--- config.mk ---
export PLATFORM = sky130hd
export DESIGN_NAME = bfg_guard
export DESIGN_NICKNAME = d
export VERILOG_FILES = /design/src/bfg_pkg.sv /design/src/bfg_guard.sv
export SDC_FILE = /design/constraint.sdc
export NUM_CORES = 1
export LEC_CHECK = 0
export ABC_AREA = 1
export BUFFER_PORTS_ARGS = -buffer_cell sky130_fd_sc_hd__clkbuf_2
export CORE_MARGIN = 2
export CORE_UTILIZATION = 40
export CTS_CLUSTER_SIZE = 10
export DETAILED_ROUTE_END_ITERATION = 10
export PLACE_DENSITY = 0.76
export SYNTH_ARGS = -nofsm -noshare
export SYNTH_HDL_FRONTEND = slang
export SYNTH_SLANG_ARGS = --single-unit
--- constraint.sdc ---
create_clock -name i_clk -period 3.05 [get_ports i_clk]
set_clock_uncertainty 0.1 [all_clocks]
set_input_delay 0.915 -clock i_clk [delete_from_list [all_inputs] [get_ports i_clk]]
set_output_delay 0.915 -clock i_clk [all_outputs]
set_load 0.02 [all_outputs]
--- src/bfg_pkg.sv ---
// package for the boot flash self-program guard: widths, encodings, timing
// assumes a single 40 MHz system clock and word-addressed program flash
package bfg_pkg;

  // -------------------------------------------------------------------------
  // address layout
  // -------------------------------------------------------------------------
  localparam int unsigned ADDR_W        = 16;
  localparam int unsigned SIZE_W        = 2;
  localparam logic [ADDR_W-1:0] STALL_START = 16'hF000;
  // loader sizes in words, chosen by the loader_size_fuses code
  localparam logic [ADDR_W-1:0] LOADER_WORDS_0 = 16'h1000;
  localparam logic [ADDR_W-1:0] LOADER_WORDS_1 = 16'h0800;
  localparam logic [ADDR_W-1:0] LOADER_WORDS_2 = 16'h0400;
  localparam logic [ADDR_W-1:0] LOADER_WORDS_3 = 16'h0200;

  // -------------------------------------------------------------------------
  // lock encodings (1 = unprogrammed)
  // -------------------------------------------------------------------------
  localparam logic [1:0] LOCK_MODE1 = 2'h3;
  localparam logic [1:0] LOCK_MODE2 = 2'h2;
  localparam logic [1:0] LOCK_MODE3 = 2'h0;
  localparam logic [1:0] LOCK_MODE4 = 2'h1;
  localparam logic [1:0] GEN_NONE   = 2'h3;
  localparam logic [1:0] GEN_WLOCK  = 2'h2;
  localparam logic [1:0] GEN_RWLOCK = 2'h0;
  localparam logic [5:0] LOCK_RESET = 6'h3F;

  // -------------------------------------------------------------------------
  // timing
  // -------------------------------------------------------------------------
  localparam int unsigned CLK_NS      = 25;
  localparam int unsigned PROG_US     = 4;
  localparam int unsigned PROG_CYCLES = (PROG_US * 1000) / CLK_NS;
  localparam int unsigned CNT_W       = 16;

  typedef struct packed {
    logic [1:0] general;
    logic [1:0] app;
    logic [1:0] loader;
  } bfg_lock_t;

  typedef enum logic [1:0] {
    BFG_IDLE,
    BFG_PROG_CONC,
    BFG_PROG_STALL
  } bfg_state_t;

  typedef struct packed {
    bfg_state_t        st;
    logic [CNT_W-1:0]  cnt;
    logic              busy;
    logic              spm_en;
    bfg_lock_t         lock;
    logic              st_ok;
    logic              ld_ok;
  } bfg_regs_t;

endpackage

--- src/bfg_guard.sv ---
// boot flash self-program guard: region decode, lock checks, stall control
// assumes the cpu presents pc and target address with one-cycle strobes
// ---------------------------------------------------------------------------
// Functional notes
// - stores issued from the application region are ignored.
// - stores from the loader region may target any flash address.
// - stall versus run follows the target page region, not the fetch.
// - programming concurrent-read region: cpu runs, reads stall region only.
// - programming stall region: cpu halted, no region readable.
// - loader region always sits inside the stall region.
// - region busy flag is one while concurrent-read region is blocked.
// - lock bits only get programmed; chip erase or system reset restores them.
// - general write lock refuses every store.
// - general read/write lock refuses loads and stores.
// - application lock mode 1 leaves application accesses unrestricted.
// - application mode 2 blocks stores to application, loads allowed.
// - application mode 3 blocks stores and loader loads of application.
// - application mode 4 allows stores, blocks loader loads of application.
// - application modes 3/4 mask interrupts in application if vectors loader.
// - loader lock mode 1 leaves loader accesses unrestricted.
// - loader mode 2 blocks stores into the loader region.
// - loader mode 3 blocks stores and application loads of loader.
// - loader mode 4 allows stores, blocks application loads of loader.
// - loader modes 3/4 mask interrupts in loader if vectors application.
// - self-program interrupt stays asserted while enable bit is clear.
module bfg_guard
  import bfg_pkg::*;
(
  input  wire logic              i_clk,
  input  wire logic              i_sys_rst,
  input  wire logic              i_ce,
  input  wire logic [SIZE_W-1:0] i_loader_size_fuses,
  input  wire logic [ADDR_W-1:0] i_pc,
  input  wire logic              i_store_req,
  input  wire logic              i_load_req,
  input  wire logic [ADDR_W-1:0] i_target_addr,
  input  wire logic              i_fetch_req,
  input  wire logic [ADDR_W-1:0] i_fetch_addr,
  input  wire logic              i_lock_wr,
  input  wire bfg_lock_t         i_lock_wdata,
  input  wire logic              i_chip_erase,
  input  wire logic              i_busy_clr,
  input  wire logic              i_vectors_in_loader,
  input  wire logic              i_spm_irq_en,
  input  wire logic              i_irq_req,
  output logic                   o_store_ok,
  output logic                   o_load_ok,
  output logic                   o_prog_start,
  output logic                   o_cpu_halt,
  output logic                   o_read_ok,
  output logic                   o_region_busy_flag,
  output logic                   o_self_program_enable_bit,
  output logic                   o_irq_allow,
  output logic                   o_spm_irq,
  output bfg_lock_t              o_lock
);

  // ---------------------------------------------------------------------------
  // region decode
  // ---------------------------------------------------------------------------
  logic [ADDR_W-1:0] loader_words;
  logic [ADDR_W-1:0] loader_start;
  always_comb begin
    case (i_loader_size_fuses)
      2'h0:    loader_words = LOADER_WORDS_0;
      2'h1:    loader_words = LOADER_WORDS_1;
      2'h2:    loader_words = LOADER_WORDS_2;
      default: loader_words = LOADER_WORDS_3;
    endcase
  end
  // loader sits at the top of flash and is never larger than the stall part
  assign loader_start = ADDR_W'(16'h0000 - loader_words);

  logic pc_in_loader;
  logic tgt_in_loader;
  logic tgt_in_stall;
  logic fetch_in_stall;
  assign pc_in_loader   = (i_pc >= loader_start);
  assign tgt_in_loader  = (i_target_addr >= loader_start);
  assign tgt_in_stall   = (i_target_addr >= STALL_START);
  assign fetch_in_stall = (i_fetch_addr >= STALL_START);

  bfg_regs_t r;
  bfg_regs_t nxt;

  // ---------------------------------------------------------------------------
  // lock checks
  // ---------------------------------------------------------------------------
  logic app_st_blk;
  logic app_ld_blk;
  logic ldr_st_blk;
  logic ldr_ld_blk;
  logic gen_st_blk;
  logic gen_ld_blk;
  logic store_ok;
  logic load_ok;

  // mode 1 decodes to no block at all
  assign app_st_blk = (r.lock.app == LOCK_MODE2)
                   || (r.lock.app == LOCK_MODE3);
  assign app_ld_blk = (r.lock.app == LOCK_MODE3)
                   || (r.lock.app == LOCK_MODE4);
  assign ldr_st_blk = (r.lock.loader == LOCK_MODE2)
                   || (r.lock.loader == LOCK_MODE3);
  assign ldr_ld_blk = (r.lock.loader == LOCK_MODE3)
                   || (r.lock.loader == LOCK_MODE4);
  assign gen_st_blk = (r.lock.general == GEN_WLOCK)
                   || (r.lock.general == GEN_RWLOCK);
  assign gen_ld_blk = (r.lock.general == GEN_RWLOCK);

  always_comb begin
    store_ok = i_store_req && pc_in_loader && !gen_st_blk
            && (r.st == BFG_IDLE)
            && !(tgt_in_loader ? ldr_st_blk : app_st_blk);
    load_ok  = i_load_req && !gen_ld_blk && (r.st != BFG_PROG_STALL)
            && !(!tgt_in_stall && r.busy);
    // only cross-region loads are subject to the region read locks
    if (pc_in_loader && !tgt_in_loader && app_ld_blk) begin
      load_ok = 1'b0;
    end
    if (!pc_in_loader && tgt_in_loader && ldr_ld_blk) begin
      load_ok = 1'b0;
    end
  end

  // ---------------------------------------------------------------------------
  // state update
  // ---------------------------------------------------------------------------
  always_comb begin
    nxt       = r;
    nxt.st_ok = store_ok;
    nxt.ld_ok = load_ok;
    // locks may only move toward programmed; erase restores all ones
    if (i_chip_erase) begin
      nxt.lock = LOCK_RESET;
    end else if (i_lock_wr && r.st == BFG_IDLE) begin
      nxt.lock = r.lock & i_lock_wdata;
    end
    case (r.st)
      BFG_IDLE: begin
        if (store_ok) begin
          nxt.spm_en = 1'b1;
          nxt.cnt    = CNT_W'(PROG_CYCLES - 1);
          if (tgt_in_stall) begin
            nxt.st = BFG_PROG_STALL;
          end else begin
            nxt.st   = BFG_PROG_CONC;
            nxt.busy = 1'b1;
          end
        end else if (i_busy_clr) begin
          nxt.busy = 1'b0;
        end
      end
      BFG_PROG_CONC,
      BFG_PROG_STALL: begin
        if (r.cnt == '0) begin
          nxt.st     = BFG_IDLE;
          nxt.spm_en = 1'b0;
        end else begin
          nxt.cnt = r.cnt - CNT_W'(1);
        end
      end
      default: nxt.st = BFG_IDLE;
    endcase
  end

  always_ff @(posedge i_clk) begin
    if (i_sys_rst) begin
      r.st     <= BFG_IDLE;
      r.cnt    <= '0;
      r.busy   <= 1'b0;
      r.spm_en <= 1'b0;
      r.lock   <= LOCK_RESET;
      r.st_ok  <= 1'b0;
      r.ld_ok  <= 1'b0;
    end else if (i_ce) begin
      r <= nxt;
    end
  end

  // ---------------------------------------------------------------------------
  // outputs
  // ---------------------------------------------------------------------------
  logic irq_mask;
  // with vectors in one region, interrupts must not fire in the other while its lock is mode 3 or 4
  assign irq_mask = (i_vectors_in_loader && !pc_in_loader && app_ld_blk)
                 || (!i_vectors_in_loader && pc_in_loader && ldr_ld_blk);

  assign o_store_ok   = r.st_ok;
  assign o_load_ok    = r.ld_ok;
  assign o_prog_start = r.st_ok;
  assign o_cpu_halt   = (r.st == BFG_PROG_STALL);
  // blocked concurrent-read reads would corrupt fetch, so they are refused
  assign o_read_ok    = i_fetch_req && (r.st != BFG_PROG_STALL)
                     && (fetch_in_stall || !r.busy);
  assign o_region_busy_flag        = r.busy;
  assign o_self_program_enable_bit = r.spm_en;
  assign o_irq_allow  = i_irq_req && !irq_mask;
  assign o_spm_irq    = i_spm_irq_en && !r.spm_en;
  assign o_lock       = r.lock;

  // ---------------------------------------------------------------------------
  // checks
  // ---------------------------------------------------------------------------
  a_app_store_ignored: assert property (
    @(posedge i_clk) disable iff (i_sys_rst)
    i_ce && i_store_req && !pc_in_loader |=> !o_store_ok)
    else $error("store from application region accepted");

  a_stall_halts_cpu: assert property (
    @(posedge i_clk) disable iff (i_sys_rst)
    i_ce && store_ok && tgt_in_stall |=> o_cpu_halt && !o_read_ok)
    else $error("stall region program did not halt");

  a_conc_runs_cpu: assert property (
    @(posedge i_clk) disable iff (i_sys_rst)
    i_ce && store_ok && !tgt_in_stall |=> !o_cpu_halt && o_region_busy_flag)
    else $error("concurrent region program halted cpu");

  a_busy_blocks_read: assert property (
    @(posedge i_clk) disable iff (i_sys_rst)
    o_region_busy_flag && i_fetch_req && !fetch_in_stall |-> !o_read_ok)
    else $error("read of busy region allowed");

  a_gen_wlock_store: assert property (
    @(posedge i_clk) disable iff (i_sys_rst)
    i_ce && r.lock.general == GEN_WLOCK && i_store_req |=> !o_store_ok)
    else $error("store passed under write lock");

  a_gen_rwlock_load: assert property (
    @(posedge i_clk) disable iff (i_sys_rst)
    i_ce && r.lock.general == GEN_RWLOCK && i_load_req |=> !o_load_ok)
    else $error("load passed under read write lock");

  a_lock_only_sets: assert property (
    @(posedge i_clk) disable iff (i_sys_rst)
    i_ce && !i_chip_erase |=> (o_lock & ~$past(o_lock)) == '0)
    else $error("lock bit returned unprogrammed without erase");

  a_app_store_lock: assert property (
    @(posedge i_clk) disable iff (i_sys_rst)
    i_ce && r.lock.app == LOCK_MODE2 && i_store_req && !tgt_in_loader
    |=> !o_store_ok)
    else $error("application store passed mode 2");

  a_ldr_load_lock: assert property (
    @(posedge i_clk) disable iff (i_sys_rst)
    i_ce && r.lock.loader == LOCK_MODE4 && i_load_req && !pc_in_loader
    && tgt_in_loader |=> !o_load_ok)
    else $error("loader read passed mode 4");

  a_spm_irq_level: assert property (
    @(posedge i_clk) disable iff (i_sys_rst)
    i_ce && r.spm_en && r.cnt == '0 |=> o_spm_irq == i_spm_irq_en)
    else $error("self program interrupt not asserted");

  a_app_mode3_store: assert property (
    @(posedge i_clk) disable iff (i_sys_rst)
    i_ce && r.lock.app == LOCK_MODE3 && i_store_req && !tgt_in_loader
    |=> !o_store_ok)
    else $error("application store passed mode 3");

  a_app_mode4_load: assert property (
    @(posedge i_clk) disable iff (i_sys_rst)
    i_ce && r.lock.app == LOCK_MODE4 && i_load_req && pc_in_loader
    && !tgt_in_loader |=> !o_load_ok)
    else $error("application read passed mode 4");

  a_app_open_store: assert property (
    @(posedge i_clk) disable iff (i_sys_rst)
    i_ce && i_store_req && pc_in_loader && !tgt_in_loader
    && r.lock.app == LOCK_MODE1 && r.lock.general == GEN_NONE
    && r.st == BFG_IDLE |=> o_store_ok)
    else $error("unlocked application store refused");

  a_ldr_mode2_store: assert property (
    @(posedge i_clk) disable iff (i_sys_rst)
    i_ce && r.lock.loader == LOCK_MODE2 && i_store_req && tgt_in_loader
    |=> !o_store_ok)
    else $error("loader store passed mode 2");

  a_ldr_mode3_load: assert property (
    @(posedge i_clk) disable iff (i_sys_rst)
    i_ce && r.lock.loader == LOCK_MODE3 && i_load_req && !pc_in_loader
    && tgt_in_loader |=> !o_load_ok)
    else $error("loader read passed mode 3");

  a_irq_mask_app: assert property (
    @(posedge i_clk) disable iff (i_sys_rst)
    i_vectors_in_loader && !pc_in_loader && r.lock.app == LOCK_MODE3
    |-> !o_irq_allow)
    else $error("interrupt taken in locked application region");

  a_irq_mask_ldr: assert property (
    @(posedge i_clk) disable iff (i_sys_rst)
    !i_vectors_in_loader && pc_in_loader && r.lock.loader == LOCK_MODE4
    |-> !o_irq_allow)
    else $error("interrupt taken in locked loader region");

  a_erase_restores: assert property (
    @(posedge i_clk) disable iff (i_sys_rst)
    i_ce && i_chip_erase |=> o_lock == LOCK_RESET)
    else $error("chip erase left a lock bit programmed");

  a_stall_no_load: assert property (
    @(posedge i_clk) disable iff (i_sys_rst)
    i_ce && o_cpu_halt && i_load_req |=> !o_load_ok)
    else $error("load passed while cpu halted");

  a_conc_busy_holds: assert property (
    @(posedge i_clk) disable iff (i_sys_rst)
    i_ce && r.st == BFG_PROG_CONC |=> o_region_busy_flag)
    else $error("busy flag dropped during programming");

endmodule

==> results of run 1 <==
==> how the worst max path moves through the flow <==
stage	slack, ps	endpoint	start	depth (start not counted)
finish	-140	o_irq_allow	i_loader_size_fuses[0]	11
global route	-260	o_irq_allow	i_loader_size_fuses[1]	13
CTS	-140	o_irq_allow	i_loader_size_fuses[0]	13
detailed placement	-260	o_irq_allow	i_loader_size_fuses[1]	13
global placement	-230	o_irq_allow	i_loader_size_fuses[1]	10
floorplan	20	o_irq_allow	i_loader_size_fuses[1]	11
==> registers in the layout, summed over array words and instances, names as in the netlist <==
| name | cells |
|---|---|
| o_region_busy_flag | 1 |
| o_prog_start | 1 |
| o_self_program_enable_bit | 1 |
| r | 18 |
| o_lock | 6 |
| o_load_ok | 1 |
==> kinds of logic after synthesis <==
group                    Yosys count  share of synthesized area, %
AND/OR/NAND/NOR                  175                          37.6
XOR/XNOR                           9                          3.79
other                              1                         0.180
AO/OA/AOI/OAI                     42                          12.7
buffers and inverters             49                          10.9
flip-flops                        28                          26.9
adder cells (fa/ha/maj)           13                          7.82
==> cell type report <==
class	instances	area [sq um]
Multi-Input combinational cell	245	1400
Timing Repair Buffer	68	403
Clock buffer	3	41.3
Sequential cell	28	561
Tap cell	70	87.6
Inverter	32	120
Fill cell	513	2470
==> layer usage <==
metal / vias to the layer above / global-route usage (%) / share of wire (%)
met2: 51 / 31.8 / 51
met1: 979 / 20.7 / 45
met5: - / 0 / 0
met4: 0 / 3.82 / 0.75
met3: 6 / 2.96 / 3.5
li1: 1148 / - / -
==> synth_stat cells, types with 2 or more instances <==
cell,number,share of area (%)
sky130_fd_sc_hd__a21oi_1,28,6.7
sky130_fd_sc_hd__buf_2,2,0.48
sky130_fd_sc_hd__buf_4,7,2.5
sky130_fd_sc_hd__buf_6,2,1.1
sky130_fd_sc_hd__clkbuf_1,6,1.1
sky130_fd_sc_hd__dfxtp_1,28,27
sky130_fd_sc_hd__ha_1,13,7.8
sky130_fd_sc_hd__inv_1,30,5.4
sky130_fd_sc_hd__nand2_1,77,14
sky130_fd_sc_hd__nand2_2,3,0.90
sky130_fd_sc_hd__nand3_1,14,3.4
sky130_fd_sc_hd__nand3_2,2,0.96
sky130_fd_sc_hd__nand3b_1,2,0.72
sky130_fd_sc_hd__nand4_1,22,6.6
sky130_fd_sc_hd__nor2_1,42,7.6
sky130_fd_sc_hd__nor3_1,6,1.4
sky130_fd_sc_hd__o21ai_0,6,1.4
sky130_fd_sc_hd__or2_2,5,1.5
sky130_fd_sc_hd__xnor2_1,5,2.1
sky130_fd_sc_hd__xor2_1,4,1.7
==> worst max-delay path, stage by stage <==
cell and delay, ps:
sky130_fd_sc_hd__clkbuf_8 110, sky130_fd_sc_hd__nand2_2 80, sky130_fd_sc_hd__ha_4 280, sky130_fd_sc_hd__inv_1 30, sky130_fd_sc_hd__nor2_1 90, sky130_fd_sc_hd__nand2_1 70
sky130_fd_sc_hd__nand3_2 90, sky130_fd_sc_hd__inv_2 50, sky130_fd_sc_hd__buf_4 130, sky130_fd_sc_hd__a31oi_2 140, sky130_fd_sc_hd__clkbuf_8 180
==> layout by cell type, fill, tap and decap left out, drive strengths merged, types with 7 or more instances in the layout <==
cell and count:
nand2 80, dfxtp 28, nand3 16, nor2 43, nand4 22, o21ai 7
inv 31, a21oi 28, clkbuf 56, ha 13, buf 15
==> per-stage QoR <==
stage	util, %	cell area, sq um	hold WS [ps]	instances	setup slack, ps
floorplan	-	2110	341	322	17.6
finish	51.4	2610	385	446	-143
global route	51.4	2610	419	446	-265
detailed placement	48.1	2440	369	439	-258
CTS	50.3	2550	382	445	-141
global placement	48.1	2440	355	439	-232
==> power groups by stage <==
stage	Sequential [W]	Combinational, W	Clock [W]
after detailed placement	0.000409	0.000377	0
after floorplan	0.000407	0.000292	0
final	0.000402	0.000403	0.000193
after global placement	0.000409	0.000372	0
after global routing	0.000405	0.000454	0.000220
after CTS	0.000401	0.000392	0.000206
==> timing repair <==
action,CTS,global route
endpoints found under the setup margin,1,1
pin swaps,5,6
resized for setup,8,5
buffers inserted,3,1
==> out/results.txt, run 1 <==
Placer congestion estimate - 0.868
Gate count after technology mapping - 317
Share of the clock period used by the worst path after layout - 105%
I/O pin cnt - 83
Synth Area per Inst - 6.56 sq um
R2r endpoint - r[23]
Wire length after detailed routing - 5080 um
DPL Wire Length - 3660 um
Count of unique library cells instantiated by Yosys - 33
Routed Antenna Nets - 0
Worst Path Max Fanout - 2
CTS hold repair buffers - 0
Largest net degree at the start of global routing - 26
Leakage - 1.28 nW
Max Buffers Root-to-Sink - 2
Std cell rows - 26
Path type of the worst setup path - input port to output port
Data required time at the worst endpoint - 2030 ps
Portion of total power attributed to combinational logic - 40.4%
Vertical die dimension - 76.1 um
Launch point of the worst reg-to-reg path - r[26]
Worst Tran Pin Value - 562 ps
Clk pin slew, worst setup/hold paths - 90 ps
Clock insertion delay at the later pin of the skew report - 270 ps
Int Pwr - 0.000644 W
Worst max-slew margin expressed relative to the limit - 62.5%
Proportion of power drawn by flip-flops and latches - 40.3%
Crit. End Element - output port
Global-route wire length before repair - 8550 um
Fin worst setup slack - -143 ps
Number of storage elements in the synthesis netlist - 28
Number of antenna violations at the first check in global routing - 0
Final total power - 0.000998 W
CTS tree - done
Min Tclk post-route - 3190 ps
Fraction of layout cells with a size suffix above 1 - 25.5%
Fin. max-slew vios - 0
Peak supply drop - 0.000314 V
Arrival time at the worst endpoint - 2180 ps
Sw Pwr - 0.000354 W
Number of failing hold endpoints at the final stage - 0
Number of global-route vias before repair - 2,010
Post-synthesis sequential area ratio - 26.9%
Worst setup SP type - input port
Power density over cell area - 383 mW/mm^2
Peak clock frequency supported by timing - 313 MHz
Fraction of power consumed by the clock network - 19.4%
Number of clock sinks - 28
Violated checks - setup timing
Setup TNS - -143 ps
Switching part of the total - 35.5%
Final setup violating endpoints - 1
HP Start - r[26]
Count of input and output buffers - 54
Total routing resource utilization after global routing - 17.1%
Mean routed wirelength per cell - 11.4 um
Clock H-tree levels - 1
Diode count - 0
Die width - 76.1 um
Via Count - 2,184
Total standard cell area after synthesis - 0.00208 sq mm
Starting density of the core - 41.0%
Area enclosed by the die boundary - 0.00580 sq mm
Clock root cell - sky130_fd_sc_hd__clkbuf_8
Top flip-flop cell by instance count after synthesis - sky130_fd_sc_hd__dfxtp_1
Min-Delay Path Class - register to register
Post-synth EDFFs - 0
Hold Path End - r[26]
First-pass DRT Iterations - 4
# Max-Cap Violations - 0
Remaining routing DRC violations - 0
Status - finished with violations
Worst R2R Setup Slack - 870 ps
Number of cells on the worst hold path - 2
Overall overflow remaining after global route - 0
Fraction of registers with async set/reset - 0%
Synth warnings - 0
R2r worst-path depth - 6
Iteration-0 DRC Markers - 61
Area of the core region - 0.00507 sq mm
Number of CTS-inserted buffers - 3
Avg Vias per Cell - 4.90
Area added between synthesis and finish - 25.4%
Unrepaired setup endpoints after global routing - yes
Number of nets in the final layout - 459
Power figures use the tool's default switching activity.
==> run 2: changes to the inputs <==
==> constraint.sdc (replaced) <==
create_clock -name i_clk -period 3.9 [get_ports i_clk]
set_clock_uncertainty 0.1 [all_clocks]
set_input_delay 1.17 -clock i_clk [delete_from_list [all_inputs] [get_ports i_clk]]
set_output_delay 1.17 -clock i_clk [all_outputs]
set_load 0.02 [all_outputs]
==> run 2 against run 1 <==
Against the previous run:
- the run now ends clean
- critical path depth shrank 1
- register-to-register slack better by 840 ps
- global-route usage decreased by 0.64 points
- cell count is 2.7% lower
- sequential power is 22% lower
- count of clock-buffer cells in the layout stayed put
- first-iteration DRC count up 26%
- total power is 25% lower
- largest power group is now registers
- highest routed layer unchanged
==> out/results.txt, run 2 (same netlist as run 1, synthesis figures left out) <==
Worst Path Max Fanout - 5
First-pass DRT Iterations - 5
Final hold slack - 371 ps
Worst Setup SP - i_loader_size_fuses[1]
Diode count - 0
I/O pin cnt - 83
Placer congestion estimate - 0.866
Arrival time at the worst endpoint - 2480 ps
Status - finished clean
Number of nets in the final layout - 447
Number of failing hold endpoints at the final stage - 0
CTS hold repair buffers - 0
Fraction of layout cells with a size suffix above 1 - 21.2%
Largest net degree at the start of global routing - 26
Register with the most flip-flops - r
Commonest cells after routing, fill and taps aside - sky130_fd_sc_hd__nand2_1 (77), sky130_fd_sc_hd__clkbuf_2 (53), sky130_fd_sc_hd__nor2_1 (41)
Pre-CTS WS - 64.0 ps
CTS tree - done
Fin worst setup slack - 148 ps
Data required time at the worst endpoint - 2630 ps
Worst setup SP type - input port
Setup bufs post-CTS - 0
Max Buffers Root-to-Sink - 2
Launch point of the worst reg-to-reg path - r[27]
Clock insertion delay at the later pin of the skew report - 270 ps
Mean routed wirelength per cell - 10.6 um
R2r endpoint - r[20]
Remaining routing DRC violations - 0
Count of input and output buffers - 54
Clock H-tree levels - 1
Power density over cell area - 312 mW/mm^2
Most common cell after layout, fill and taps aside - sky130_fd_sc_hd__nand2_1
Crit. End Element - output port
Min Tclk post-route - 3750 ps
Flip-flop count of the largest register after layout - 18
Total routing resource utilization after global routing - 16.5%
Layout Utilization - 47.6%
Starting density of the core - 41.0%
Setup TNS - 0 ps
Area enclosed by the die boundary - 0.00580 sq mm
Unrepaired setup endpoints after global routing - no
Worst R2R Setup Slack - 1710 ps
Avg Vias per Cell - 4.88
Routed Antenna Nets - 0
Global-route wire length before repair - 8180 um
DPL Wire Length - 3660 um
Crit path to - o_irq_allow
Worst max-slew margin expressed relative to the limit - 64.8%
Peak supply drop - 0.000159 V
Share of the clock period used by the worst path after layout - 96.2%
Area added between synthesis and finish - 16.1%
Number of global-route vias before repair - 1,995
Number of antenna violations at the first check in global routing - 0
Final setup violating endpoints - 0
Post-CTS resize count - 0
Overall overflow remaining after global route - 0
Wire length after detailed routing - 4610 um
Peak clock frequency supported by timing - 267 MHz
Vertical die dimension - 76.1 um
Die width - 76.1 um
R2r worst-path depth - 6
Area of the core region - 0.00507 sq mm
Number of clock sinks - 28
Fin. max-slew vios - 0
Min-Delay Path Class - register to register
Path type of the worst setup path - input port to output port
Clock root cell - sky130_fd_sc_hd__clkbuf_8
Worst Tran Pin Value - 526 ps
Clk pin slew, worst setup/hold paths - 80 ps
# Max-Cap Violations - 0
Leakage - 1.21 nW
Via Count - 2,118
Std cell rows - 26
Number of CTS-inserted buffers - 3
Iteration-0 DRC Markers - 77
-- run 2: per-layer routing --
layer	share of wire [%]	vias up	track usage, %	routed length [um]
met2	46	49	28.2	2140
met4	2.0	0	6.73	91
li1	-	1127	-	-
met3	4.8	9	2.37	219
met1	47	933	20.9	2160
met5	0	-	0	0
-- run 2: final cells by class --
type | instances | area, sq um
flip-flops and latches | 28 | 561
inverters | 32 | 120
fillers | 549 | 2660
clock buffers | 3 | 41.3
multi-input cells | 245 | 1320
well taps | 70 | 87.6
repair buffers | 56 | 288
-- run 2: where the power goes --
group | internal [W] | switching (W)
clock network | 0.0000693 | 0.0000826
registers | 0.000300 | 0.0000139
logic | 0.000116 | 0.000171
-- run 2: worst max-delay path, stage by stage --
cell and delay [ps]:
sky130_fd_sc_hd__clkbuf_2 140, sky130_fd_sc_hd__nand2_1 100, sky130_fd_sc_hd__ha_1 290, sky130_fd_sc_hd__a21o_1 180, sky130_fd_sc_hd__nand2_1 70, sky130_fd_sc_hd__nand3_2 90, sky130_fd_sc_hd__inv_2 70, sky130_fd_sc_hd__o31ai_2 50
sky130_fd_sc_hd__a31oi_1 140, sky130_fd_sc_hd__buf_4 160
-- run 2: worst min-delay path by stage --
stage	start	depth (start not counted)	slack [ps]	end
2_1_floorplan	r[26]	2	340	r[26]
3_3_place_gp	o_load_ok	2	360	o_load_ok
3_5_place_dp	o_load_ok	2	360	o_load_ok
4_1_cts	o_load_ok	2	370	o_load_ok
5_1_grt	r[26]	2	410	r[26]
6_report	o_load_ok	2	370	o_load_ok
-- run 2: through the flow --
stage               cells  area (sq um)  power, W
finish                434          2420  0.000753
global route          434          2420  0.000813
CTS                   434          2410  0.000759
detailed placement    431          2360  0.000605
global placement      431          2360  0.000602
floorplan             322          2100  0.000546
